$ cat src/arc_regs.svh
// register offsets, field positions, reset values and timing counts for the converter control
// Summary of operation
// valid flag bit 17 sets on conversion done, clears on result read
// overrun flag bit 16 sets when unread result is overwritten, clears on read
// valid and overrun flags work only while the fifo is disabled
// no shift, no bias: result is plain 12-bit value from direct path or fifo
// bias on, shift off: 12-bit value low, bits 12 to 15 carry sign
// shift on: 16-bit value; with bias, 15-bit value with sign at bit 15
// no bias: four zeros above sample, or four zeros below when shifted
// bias: sign replicated four times, or sign, value, three zeros when shifted
// 12-bit bias field at control 27:16, reset 0x800, used for subtraction
// start bit 11 set by software or trigger, cleared on conversion done
// start bit low means converter idle; writing one begins a conversion
// control bit 10 picks dma request at fifo half full or full
// control bit 9 enables the result fifo
// hardware trigger enable bit 8 lets selected source set start bit
// bit 6 picks pin edge; level must hold four clocks high and low
// bits 5:4 select source: 00 pin, 11 pwm, others reserved
// software clears trigger enable and start before changing source
// bit 1 enables conversion-end interrupt request
// software sets converter enable bit 0 before converting, clears to power down
// conversion end sets end flag; software clears it to drop interrupt
// trigger pin deglitched by 3-bit counter, short pulses ignored
// reserved bits read zero and writes to them do nothing
`ifndef ARC_REGS_SVH
`define ARC_REGS_SVH
`define ARC_OFS_RESULT 12'h000
`define ARC_OFS_CTRL 12'h020
`define ARC_OFS_STATUS 12'h030
`define ARC_CTRL_RESET 32'h08000000
`define ARC_CTRL_MASK 32'h0FFF3F73
`define ARC_BIT_VALID 17
`define ARC_BIT_OVR 16
`define ARC_BIT_SUB 13
`define ARC_BIT_LSH 12
`define ARC_BIT_START 11
`define ARC_BIT_FULLSEL 10
`define ARC_BIT_FIFO 9
`define ARC_BIT_HWEN 8
`define ARC_BIT_EDGE 6
`define ARC_SRC_HI 5
`define ARC_SRC_LO 4
`define ARC_BIT_IEN 1
`define ARC_BIT_PWR 0
`define ARC_BIAS_HI 27
`define ARC_BIAS_LO 16
`define ARC_SRC_PIN 2'h0
`define ARC_SRC_PWM 2'h3
`define ARC_BIT_ENDF 0
`define ARC_STABLE_CLKS 3'h4
`define ARC_FIFO_DEPTH 16
`define ARC_FIFO_HALF 5'h08
`define ARC_FIFO_FULL 5'h10
`endif

$ cat src/arc_pkg.sv
// types shared by the converter control block
package arc_pkg;
    typedef struct packed {
        logic [11:0] sample;
        logic done;
    } arc_conv_t;
    typedef struct packed {
        logic psel;
        logic penable;
        logic pwrite;
        logic [11:0] paddr;
        logic [31:0] pwdata;
    } arc_apb_req_t;
    typedef enum logic [1:0] {ARC_IDLE, ARC_BUSY, ARC_WAIT} arc_state_t;
endpackage

$ cat src/arc_control.sv
// converter control and result registers behind an apb slave
`timescale 1ns/1ps
`include "arc_regs.svh"
module arc_control (
    input wire logic mclk,
    input wire logic rst_n,
    input wire arc_pkg::arc_apb_req_t apbReq,
    output logic [31:0] prdata,
    output logic pready,
    output logic pslverr,
    input wire arc_pkg::arc_conv_t convIn,
    input wire logic externalTriggerPin,
    input wire logic pwmTrigger,
    input wire logic fifoPop,
    output logic convStart,
    output logic converterPowerEnable,
    output logic conversionIrq,
    output logic dmaReq
);
    import arc_pkg::*;

    logic [31:0] ctrl_ff;
    logic [11:0] direct_ff;
    logic valid_ff;
    logic ovr_ff;
    logic endFlag_ff;
    logic [11:0] fifoMem_ff [0:`ARC_FIFO_DEPTH-1];
    logic [3:0] wrPtr_ff;
    logic [3:0] rdPtr_ff;
    logic [4:0] count_ff;
    logic [1:0] pinSync_ff;
    logic [2:0] stableCnt_ff;
    logic pinLevel_ff;
    logic pwmPrev_ff;
    arc_state_t state_ff;
    logic [31:0] prdata_ff;
    logic pready_ff;
    logic pslverr_ff;
    logic convStart_ff;
    logic irq_ff;
    logic dma_ff;

    logic wrAcc;
    logic rdAcc;
    logic rdResult;
    logic fifoOn;
    logic hwTrig;
    logic pinEdge;
    logic pinStable;
    logic fifoWr;
    logic fifoRd;
    logic [11:0] rawSample;
    logic [12:0] diff;
    logic [15:0] formatted;
    logic [31:0] nxt_prdata;

    ////////////////////////////////////////////////////////////////
    // bus decode: access taken in the first access cycle, pready answers one cycle later
    assign wrAcc = apbReq.psel && apbReq.penable && apbReq.pwrite && !pready_ff;
    assign rdAcc = apbReq.psel && apbReq.penable && !apbReq.pwrite && !pready_ff;
    assign rdResult = rdAcc && (apbReq.paddr == `ARC_OFS_RESULT);
    assign fifoOn = ctrl_ff[`ARC_BIT_FIFO];

    ////////////////////////////////////////////////////////////////
    // trigger pin: two-flop sync, then a 3-bit stability counter
    always_ff @(posedge mclk) begin
        if (!rst_n) begin
            pinSync_ff <= 2'h3;
        end else begin
            pinSync_ff <= {pinSync_ff[0], externalTriggerPin};
        end
    end

    // counter clears when it reaches the stable threshold; glitches restart it
    assign pinStable = (stableCnt_ff >= `ARC_STABLE_CLKS - 3'h1);
    always_ff @(posedge mclk) begin
        if (!rst_n) begin
            stableCnt_ff <= 3'h0;
            pinLevel_ff <= 1'b1;
        end else if (pinSync_ff[1] == pinLevel_ff) begin
            stableCnt_ff <= 3'h0;
        end else if (pinStable) begin
            stableCnt_ff <= 3'h0;
            pinLevel_ff <= pinSync_ff[1]; // accepted level change
        end else begin
            stableCnt_ff <= stableCnt_ff + 3'h1;
        end
    end
    // filtered level must also have been stable before it flipped, so the
    // counter covers both the high and the low phase
    assign pinEdge = (pinSync_ff[1] != pinLevel_ff) && pinStable &&
        (pinSync_ff[1] == ctrl_ff[`ARC_BIT_EDGE]);

    always_ff @(posedge mclk) begin
        if (!rst_n) begin
            pwmPrev_ff <= 1'b0;
        end else begin
            pwmPrev_ff <= pwmTrigger;
        end
    end

    // reserved source codes start nothing
    always_comb begin
        hwTrig = 1'b0;
        if (ctrl_ff[`ARC_BIT_HWEN]) begin
            case (ctrl_ff[`ARC_SRC_HI:`ARC_SRC_LO])
                `ARC_SRC_PIN: hwTrig = pinEdge;
                `ARC_SRC_PWM: hwTrig = pwmTrigger && !pwmPrev_ff;
                default: hwTrig = 1'b0;
            endcase
        end
    end

    ////////////////////////////////////////////////////////////////
    // control register; hardware clears start on completion
    always_ff @(posedge mclk) begin
        if (!rst_n) begin
            ctrl_ff <= `ARC_CTRL_RESET; // bias 0x800
        end else begin
            if (wrAcc && apbReq.paddr == `ARC_OFS_CTRL) begin
                ctrl_ff <= apbReq.pwdata & `ARC_CTRL_MASK; // reserved bits dropped
            end
            if (hwTrig) begin
                ctrl_ff[`ARC_BIT_START] <= 1'b1;
            end
            if (convIn.done && state_ff != ARC_IDLE) begin
                ctrl_ff[`ARC_BIT_START] <= 1'b0;
            end
        end
    end

    ////////////////////////////////////////////////////////////////
    // conversion sequencing: start pulse out, wait for done
    always_ff @(posedge mclk) begin
        if (!rst_n) begin
            state_ff <= ARC_IDLE;
            convStart_ff <= 1'b0;
        end else begin
            convStart_ff <= 1'b0;
            case (state_ff)
                ARC_IDLE: begin
                    if (ctrl_ff[`ARC_BIT_START] && ctrl_ff[`ARC_BIT_PWR]) begin
                        state_ff <= ARC_BUSY;
                        convStart_ff <= 1'b1;
                    end
                end
                ARC_BUSY: begin
                    if (convIn.done) begin
                        state_ff <= ARC_WAIT;
                    end else if (!ctrl_ff[`ARC_BIT_START] || !ctrl_ff[`ARC_BIT_PWR]) begin
                        state_ff <= ARC_IDLE; // cleared start stops it
                    end
                end
                ARC_WAIT: begin
                    // one cycle so the cleared start is seen before rearming
                    state_ff <= ARC_IDLE;
                end
                default: state_ff <= ARC_IDLE;
            endcase
        end
    end

    ////////////////////////////////////////////////////////////////
    // result storage: direct register or fifo
    assign fifoWr = convIn.done && (state_ff == ARC_BUSY) && fifoOn && count_ff != `ARC_FIFO_FULL;
    assign fifoRd = (rdResult || fifoPop) && fifoOn && count_ff != 5'h00;

    always_ff @(posedge mclk) begin
        if (!rst_n) begin
            direct_ff <= 12'h000;
        end else if (convIn.done && state_ff == ARC_BUSY && !fifoOn) begin
            direct_ff <= convIn.sample;
        end
    end

    // flags live only with the fifo off; set wins over read-clear
    always_ff @(posedge mclk) begin
        if (!rst_n) begin
            valid_ff <= 1'b0;
            ovr_ff <= 1'b0;
        end else if (fifoOn) begin
            valid_ff <= 1'b0;
            ovr_ff <= 1'b0;
        end else if (convIn.done && state_ff == ARC_BUSY) begin
            valid_ff <= 1'b1;
            ovr_ff <= ovr_ff || (valid_ff && !rdResult);
        end else if (rdResult) begin
            valid_ff <= 1'b0;
            ovr_ff <= 1'b0;
        end
    end

    // memory holds no reset; pointers do
    always_ff @(posedge mclk) begin
        if (fifoWr) begin
            fifoMem_ff[wrPtr_ff] <= convIn.sample;
        end
    end

    always_ff @(posedge mclk) begin
        if (!rst_n || !fifoOn) begin
            wrPtr_ff <= 4'h0;
            rdPtr_ff <= 4'h0;
            count_ff <= 5'h00;
        end else begin
            if (fifoWr) begin
                wrPtr_ff <= wrPtr_ff + 4'h1;
            end
            if (fifoRd) begin
                rdPtr_ff <= rdPtr_ff + 4'h1;
            end
            if (fifoWr && !fifoRd) begin
                count_ff <= count_ff + 5'h01;
            end else if (fifoRd && !fifoWr) begin
                count_ff <= count_ff - 5'h01;
            end
        end
    end

    // dma threshold select: half full or full
    always_ff @(posedge mclk) begin
        if (!rst_n) begin
            dma_ff <= 1'b0;
        end else if (ctrl_ff[`ARC_BIT_FULLSEL]) begin
            dma_ff <= fifoOn && (count_ff == `ARC_FIFO_FULL);
        end else begin
            dma_ff <= fifoOn && (count_ff >= `ARC_FIFO_HALF);
        end
    end

    ////////////////////////////////////////////////////////////////
    // result formatting from the selected path
    assign rawSample = fifoOn ? fifoMem_ff[rdPtr_ff] : direct_ff;
    assign diff = {1'b0, rawSample} - {1'b0, ctrl_ff[`ARC_BIAS_HI:`ARC_BIAS_LO]};
    always_comb begin
        case ({ctrl_ff[`ARC_BIT_SUB], ctrl_ff[`ARC_BIT_LSH]})
            2'h0: formatted = {4'h0, rawSample};
            2'h1: formatted = {rawSample, 4'h0};
            2'h2: formatted = {{4{diff[12]}}, diff[11:0]};
            2'h3: formatted = {diff[12], diff[11:0], 3'h0};
            default: formatted = 16'h0000;
        endcase
    end

    ////////////////////////////////////////////////////////////////
    // conversion-end flag; set beats software clear
    always_ff @(posedge mclk) begin
        if (!rst_n) begin
            endFlag_ff <= 1'b0;
        end else if (convIn.done && state_ff == ARC_BUSY) begin
            endFlag_ff <= 1'b1;
        end else if (wrAcc && apbReq.paddr == `ARC_OFS_STATUS &&
            apbReq.pwdata[`ARC_BIT_ENDF]) begin
            endFlag_ff <= 1'b0; // write one to clear
        end
    end

    always_ff @(posedge mclk) begin
        if (!rst_n) begin
            irq_ff <= 1'b0;
        end else begin
            irq_ff <= endFlag_ff && ctrl_ff[`ARC_BIT_IEN];
        end
    end

    ////////////////////////////////////////////////////////////////
    // read mux; reserved bits zero
    always_comb begin
        nxt_prdata = 32'h00000000;
        case (apbReq.paddr)
            `ARC_OFS_RESULT: begin
                nxt_prdata[15:0] = formatted;
                nxt_prdata[`ARC_BIT_VALID] = valid_ff;
                nxt_prdata[`ARC_BIT_OVR] = ovr_ff;
            end
            `ARC_OFS_CTRL: nxt_prdata = ctrl_ff;
            `ARC_OFS_STATUS: nxt_prdata[`ARC_BIT_ENDF] = endFlag_ff;
            default: nxt_prdata = 32'h00000000;
        endcase
    end

    // unmapped addresses answer with pslverr
    always_ff @(posedge mclk) begin
        if (!rst_n) begin
            prdata_ff <= 32'h00000000;
            pready_ff <= 1'b0;
            pslverr_ff <= 1'b0;
        end else begin
            pready_ff <= (wrAcc || rdAcc);
            pslverr_ff <= (wrAcc || rdAcc) && apbReq.paddr != `ARC_OFS_RESULT &&
                apbReq.paddr != `ARC_OFS_CTRL && apbReq.paddr != `ARC_OFS_STATUS;
            if (rdAcc) begin
                prdata_ff <= nxt_prdata;
            end
        end
    end

    assign prdata = prdata_ff;
    assign pready = pready_ff;
    assign pslverr = pslverr_ff;
    assign convStart = convStart_ff;
    assign converterPowerEnable = ctrl_ff[`ARC_BIT_PWR];
    assign conversionIrq = irq_ff;
    assign dmaReq = dma_ff;
endmodule

$ cat config.mk
export PLATFORM = sky130hd
export DESIGN_NAME = arc_control
export DESIGN_NICKNAME = d
export VERILOG_FILES = /design/src/arc_pkg.sv /design/src/arc_control.sv
export VERILOG_INCLUDE_DIRS = /design/src
export SDC_FILE = /design/constraint.sdc
export NUM_CORES = 1
export LEC_CHECK = 0
export ABC_CLOCK_PERIOD_IN_PS = 3200
export BUFFER_PORTS_ARGS = -buffer_cell sky130_fd_sc_hd__clkbuf_2
export CAP_MARGIN = 10
export CORE_ASPECT_RATIO = 0.6
export CORE_MARGIN = 4
export CORE_UTILIZATION = 35
export CTS_CLUSTER_DIAMETER = 100
export DETAILED_ROUTE_END_ITERATION = 6
export SLEW_MARGIN = 20
export SYNTH_ARGS = -nofsm -noshare
export SYNTH_HDL_FRONTEND = slang
export SYNTH_SLANG_ARGS = --single-unit
$ cat constraint.sdc
create_clock -name mclk -period 3.2 [get_ports mclk]
set_input_delay 0.64 -clock mclk [delete_from_list [all_inputs] [get_ports mclk]]
set_output_delay 0.64 -clock mclk [all_outputs]
set_load 0.02 [all_outputs]
Word level (Yosys, flattened, before mapping). Memories as Yosys holds them, arrays and structs flattened. A register that Yosys moved wholly into a read port is not among the register bits. Index checks and enable logic that the tools add are counted.

Latch bits: 0. Logic and storage cells: 134. Output and inout port bits: 38. Memory bits (read-only): 0. Bits in writable memories: 192. Memories kept: 1. Bits in registers: 97.

$add $sub $neg: 6. Shift-type cells: 0. Bitwise logic cells: 2. Order comparisons: 2. Muxes and demuxes: 26. Multipliers: 0. Equal/unequal tests: 16. Reductions and logical operators: 61. Div/mod/pow operators: 0.

Memory list: fifoMem_ff (depth 16, width 12, rd ports 1, clocked after memory_dff 1, write ports 1, line arc_control.sv:27) `` logic [11:0] fifoMem_ff [0:`ARC_FIFO_DEPTH-1]; ``.

Operators with widths (count): $pmux W16 S4 (1); $pmux W17 S2 (1); $logic_and A1 B1 Y1 (29); $eq A12 B6 Y1 const B (2); $mux W12 (2); $ne A12 B6 Y1 const B (2); $sub A12 B12 Y13 (1); $logic_not A12 Y1 (1); $reduce_bool A12 Y1 (1); $mux W1 (11); $logic_not A1 Y1 (10); $mux W10 (1); $mux W5 (2); $reduce_bool A2 Y1 (5); $add A4 B1 Y4 const B (2); $mux W4 (2); $eq A2 B2 Y1 const B (3); $logic_not A2 Y1 (3); $mux W2 (3); $reduce_and A2 Y1 (3); $add A5 B1 Y5 const B (1); $eq A5 B5 Y1 const B (1); $ge A5 B4 Y1 const B (1); $logic_or A1 B1 Y1 (5); other kinds (16) (20).

Longest topological paths before layout.
Word-level depth: 10. Gate-level depth with buffers: 15. Depth with buffers taken out: 14.

Worst setup path after synthesis. Ideal clock, no wire load.

Kind: input to register. Start: input apbReq[33] (netlist bit). End: register count_ff[4]. Required time: 3129 ps. Setup time: 71 ps. Arrival: 3395 ps. Path slack: -266 ps. Stages: 13. Cell sequence: or4_4 -> nor4b_4 -> a21oi_1 -> nor2_1 -> inv_1 -> ha_1 -> inv_1 -> ha_1 -> a21o_1 -> a21oi_1 -> xnor2_1 -> or3_1 -> a21oi_1.

Cells in the longest elaborated chain, start to end: 8.

Ends and longest elaborated chain: from (decl) (line arc_control.sv:7) `input wire arc_pkg::arc_apb_req_t apbReq,`; $logic_not A12 Y1 *; $logic_and A1 B1 Y1 * (line arc_control.sv:61) `` assign rdResult = rdAcc && (apbReq.paddr == `ARC_OFS_RESULT); ``; $logic_or A1 B1 Y1 * (line arc_control.sv:166) `assign fifoRd = (rdResult || fifoPop) && fifoOn && count_ff != 5'h00;`; $logic_and A1 B1 Y1 * (2 in a row) (line arc_control.sv:166); $logic_not A1 Y1 (line arc_control.sv:212) `if (fifoWr && !fifoRd) begin`; $logic_and A1 B1 Y1 (line arc_control.sv:212); $mux W5 or $reduce_bool A2 Y1 (tied branches); to (signal assigned) (line arc_control.sv:213) `count_ff <= count_ff + 5'h01;`; to (signal assigned) (line arc_control.sv:215) `count_ff <= count_ff - 5'h01;`; to (decl) (line arc_control.sv:30) `logic [4:0] count_ff;`.

Mark *: on every way between the ends. The rest lies on a longest branch, timed or not. A chain may end at the register's enable or synchronous reset.

==> reports/qor.yml <==
status: "finished, violations left"
violations: "negative setup slack"
worst_slack_ns: -0.3745
tightest_slew_ns: 0.8498
pin_count: 103
crit_path_max_fanout: 6
grt_use_total: 0.1825
fin_crit_ns: 3.574
whs_ns: 0.2828
core-area_sq_um: 35350
drt_iter0_markers: 944
initial_utilization: 0.3581
gp_congestion: 0.9359
setup_viol: 13
synth_area_sq_um: 12660
antenna_found_initial: 1
fin_nets: 1312
synth_edf_count: 192
detail_route.wl_per_cell_um: 21.83
wl_met1_um: 17840
clock_latency_ns: 0.54
p_leak_nw: 5.822
cts_hold_buf: 0
portBuffers: 89
slew_headroom: 0.4314
path_clk_slew_ns: 0.07
wl_met2_um: 15500
multi_input_area_sq_um: 5090
dpl_cell_area_sq_um: 14680
slew_viol_final: 0
area_growth_pct: 29.53
dp_hpwl_um: 25820
die_w_um: 253.5
antenna_left: 0
synth_top_area_share: 0.4555
wirelength_um: 37240
synth_cell_types: 73
clock_skew_ns: 0.01386
die_h_um: 155.3
fillers: 3134
cts_htree_levels: 1
n_antenna_cell: 0
first_global_vias: 8706
grt_pass1_wl_um: 54540
vdd_drop_max_mv: 0.3536
final_common_cell: "edfxtp_1"
final_hold_viol_count: 0
end_kind: "flop"
cp.required_ns: 3.60
gr-total-overflow: 0
yosys_warnings: 0
path_class: "flop to flop"
firstDrtPassIters: 5
num_vias: 9151
maxCapViolations: 0
numCtsBuffers: 26
synth_largest_area_cell: "edfxtp_1"
dr_wl_met3_um: 3296
drc: 0
cts_tree: "yes"
startpoint_type: "flop"
synthFlopType: "edfxtp_1"
root_buffer: "clkbuf_16"
yosysSeqAreaShare: 0.6089
critPathArrivalTime_ns: 3.97
min_path_type: "input port to flop"
drive_gt1_frac: 0.3616
dieArea_sq_um: 39370
final_cell_mix: "192 x edfxtp_1, 132 x buf_4, 129 x nand2_1, 94 x dfxtp_1, 90 x clkbuf_2"
netlist_top_cells_area: "edfxtp_1 46%, dfxtp_1 15%, mux4_2 9.1%, nand2_1 4.0%, a21oi_1 3.3%"
synthCells: 989
synth-seq-cells: 289
synthArstFlopShare: 0
cts_sinks: 289
syn_avg_cell_area_sq_um: 12.80
fmax_mhz: 279.8
seqCellArea_sq_um: 7714
grt_setup_unrepaired: "yes"
powerDensity_nw_per_um2: 448.1
clk_path_buf_depth: 3
vias_per_cell: 5.364
stdcell_area_sq_um: 16390
grt_start_max_net_pins: 32
maxUsedRoutingLayer: "met5"
finalCritPeriodShare: 1.117
rows: 53
-- kinds of logic (layout without fill, tap and decap cells) --
| family | Yosys count | count (layout) | share of synthesized area |
|---|---|---|---|
| and+or+nand+nor | 310 | 310 | 0.1153 |
| DFF | 289 | 289 | 0.6089 |
| AOI/OAI and AO/OA | 177 | 177 | 0.08838 |
| buffers and inverters | 87 | 334 | 0.03173 |
| muxes | 81 | 81 | 0.1155 |
| adders and majority gates | 28 | 28 | 0.02887 |
| xor gates and xnor gates | 16 | 16 | 0.01107 |
| other | 1 | 4 | 0.0002963 |
-- metrics by stage --
stage	util	setup TNS (ns)	instances	power [mW]	worst slack, ns
after floorplan	-	-0.04415	992	4.119	-0.02768
after global placement	0.4153	-4.493	1620	4.214	-0.4092
after detailed placement	0.4153	-5.051	1620	4.218	-0.4599
after CTS	0.4602	-2.451	1703	7.410	-0.2937
after global routing	0.4638	-4.731	1706	7.569	-0.4976
final	0.4638	-3.276	1706	7.346	-0.3745
-- routing by layer --
metal  vias to the layer above  GRT usage
met1                      4605     0.2895
met3                        54    0.04578
met2                       338     0.2533
li1                       4152          -
met5                         -          0
met4                         2    0.03096
-- registers in the layout, summed over array words and instances, names as in the netlist, 2 cells and up, named ones only --
signal and flops:
prdata 28, fifoMem_ff 192, direct_ff 12, count_ff 5
state_ff 2, stableCnt_ff 3, rdPtr_ff 4, pinSync_ff 2
ctrl_ff 23, wrPtr_ff 4
-- worst paths after layout --
kind,start,end,slack (ns),cells past startpoint
worst min register to register,pinSync_ff[0],pinSync_ff[1],0.42,1
worst min-delay path,externalTriggerPin,pinSync_ff[0],0.28,2
worst max-delay path,flop,prdata[10],-0.37,12
worst max register to register,flop,prdata[10],-0.37,12
-- synth_stat cells, types with 4 or more instances --
library cell and instances:
buf_2 9, nand2_1 135, o31ai_1 4, mux2_2 10, ha_1 26, a211oi_1 6, o21ai_0 19, nor3_1 15
and3_1 7, dfxtp_1 97, nor3b_1 4, buf_1 5, xnor2_1 9, nor2_1 72, o22ai_1 4, nand3_1 20
inv_1 28, clkbuf_1 27, mux4_2 51, mux2i_1 20, and2_1 10, a21oi_1 84, edfxtp_1 192, nor2b_1 8
xor2_1 7, a221oi_1 7, nand4_1 6, a31oi_1 5, nand2b_1 12, buf_4 13
-- report_power, final --
part,switching [mW],leakage [nW],internal (mW)
clock network,1.36,0.430,1.85
registers,0.00409,2.51,3.98
logic,0.108,2.88,0.0485
total,1.47,5.82,5.88
-- critical path: stages (launching register included) --
cell and delay [ns]:
dfxtp_4 0.41, mux4_2 0.51, mux4_2 0.55, mux2i_1 0.19
ha_2 0.27, inv_2 0.05, fa_2 0.35, nand3_2 0.09
a21oi_2 0.09, o2111ai_4 0.25, nor3b_2 0.27, o311a_1 0.28
o32ai_2 0.11
-- layout make-up --
type,instances,share of cell area
clock inverter,9,0.005724
inverter,31,0.007098
tap,467,0.03564
clock buffer,39,0.04778
multi-input combinational,616,0.3105
sequential,289,0.4705
timing repair buffer,255,0.1228
-- timing repair --
item	CTS	global route
setup buffers	45	4
setup endpoints to repair	15	15
gates resized for setup	85	23
cloned	1	0
pin swaps	47	17
(Power assumes the default switching activity.)
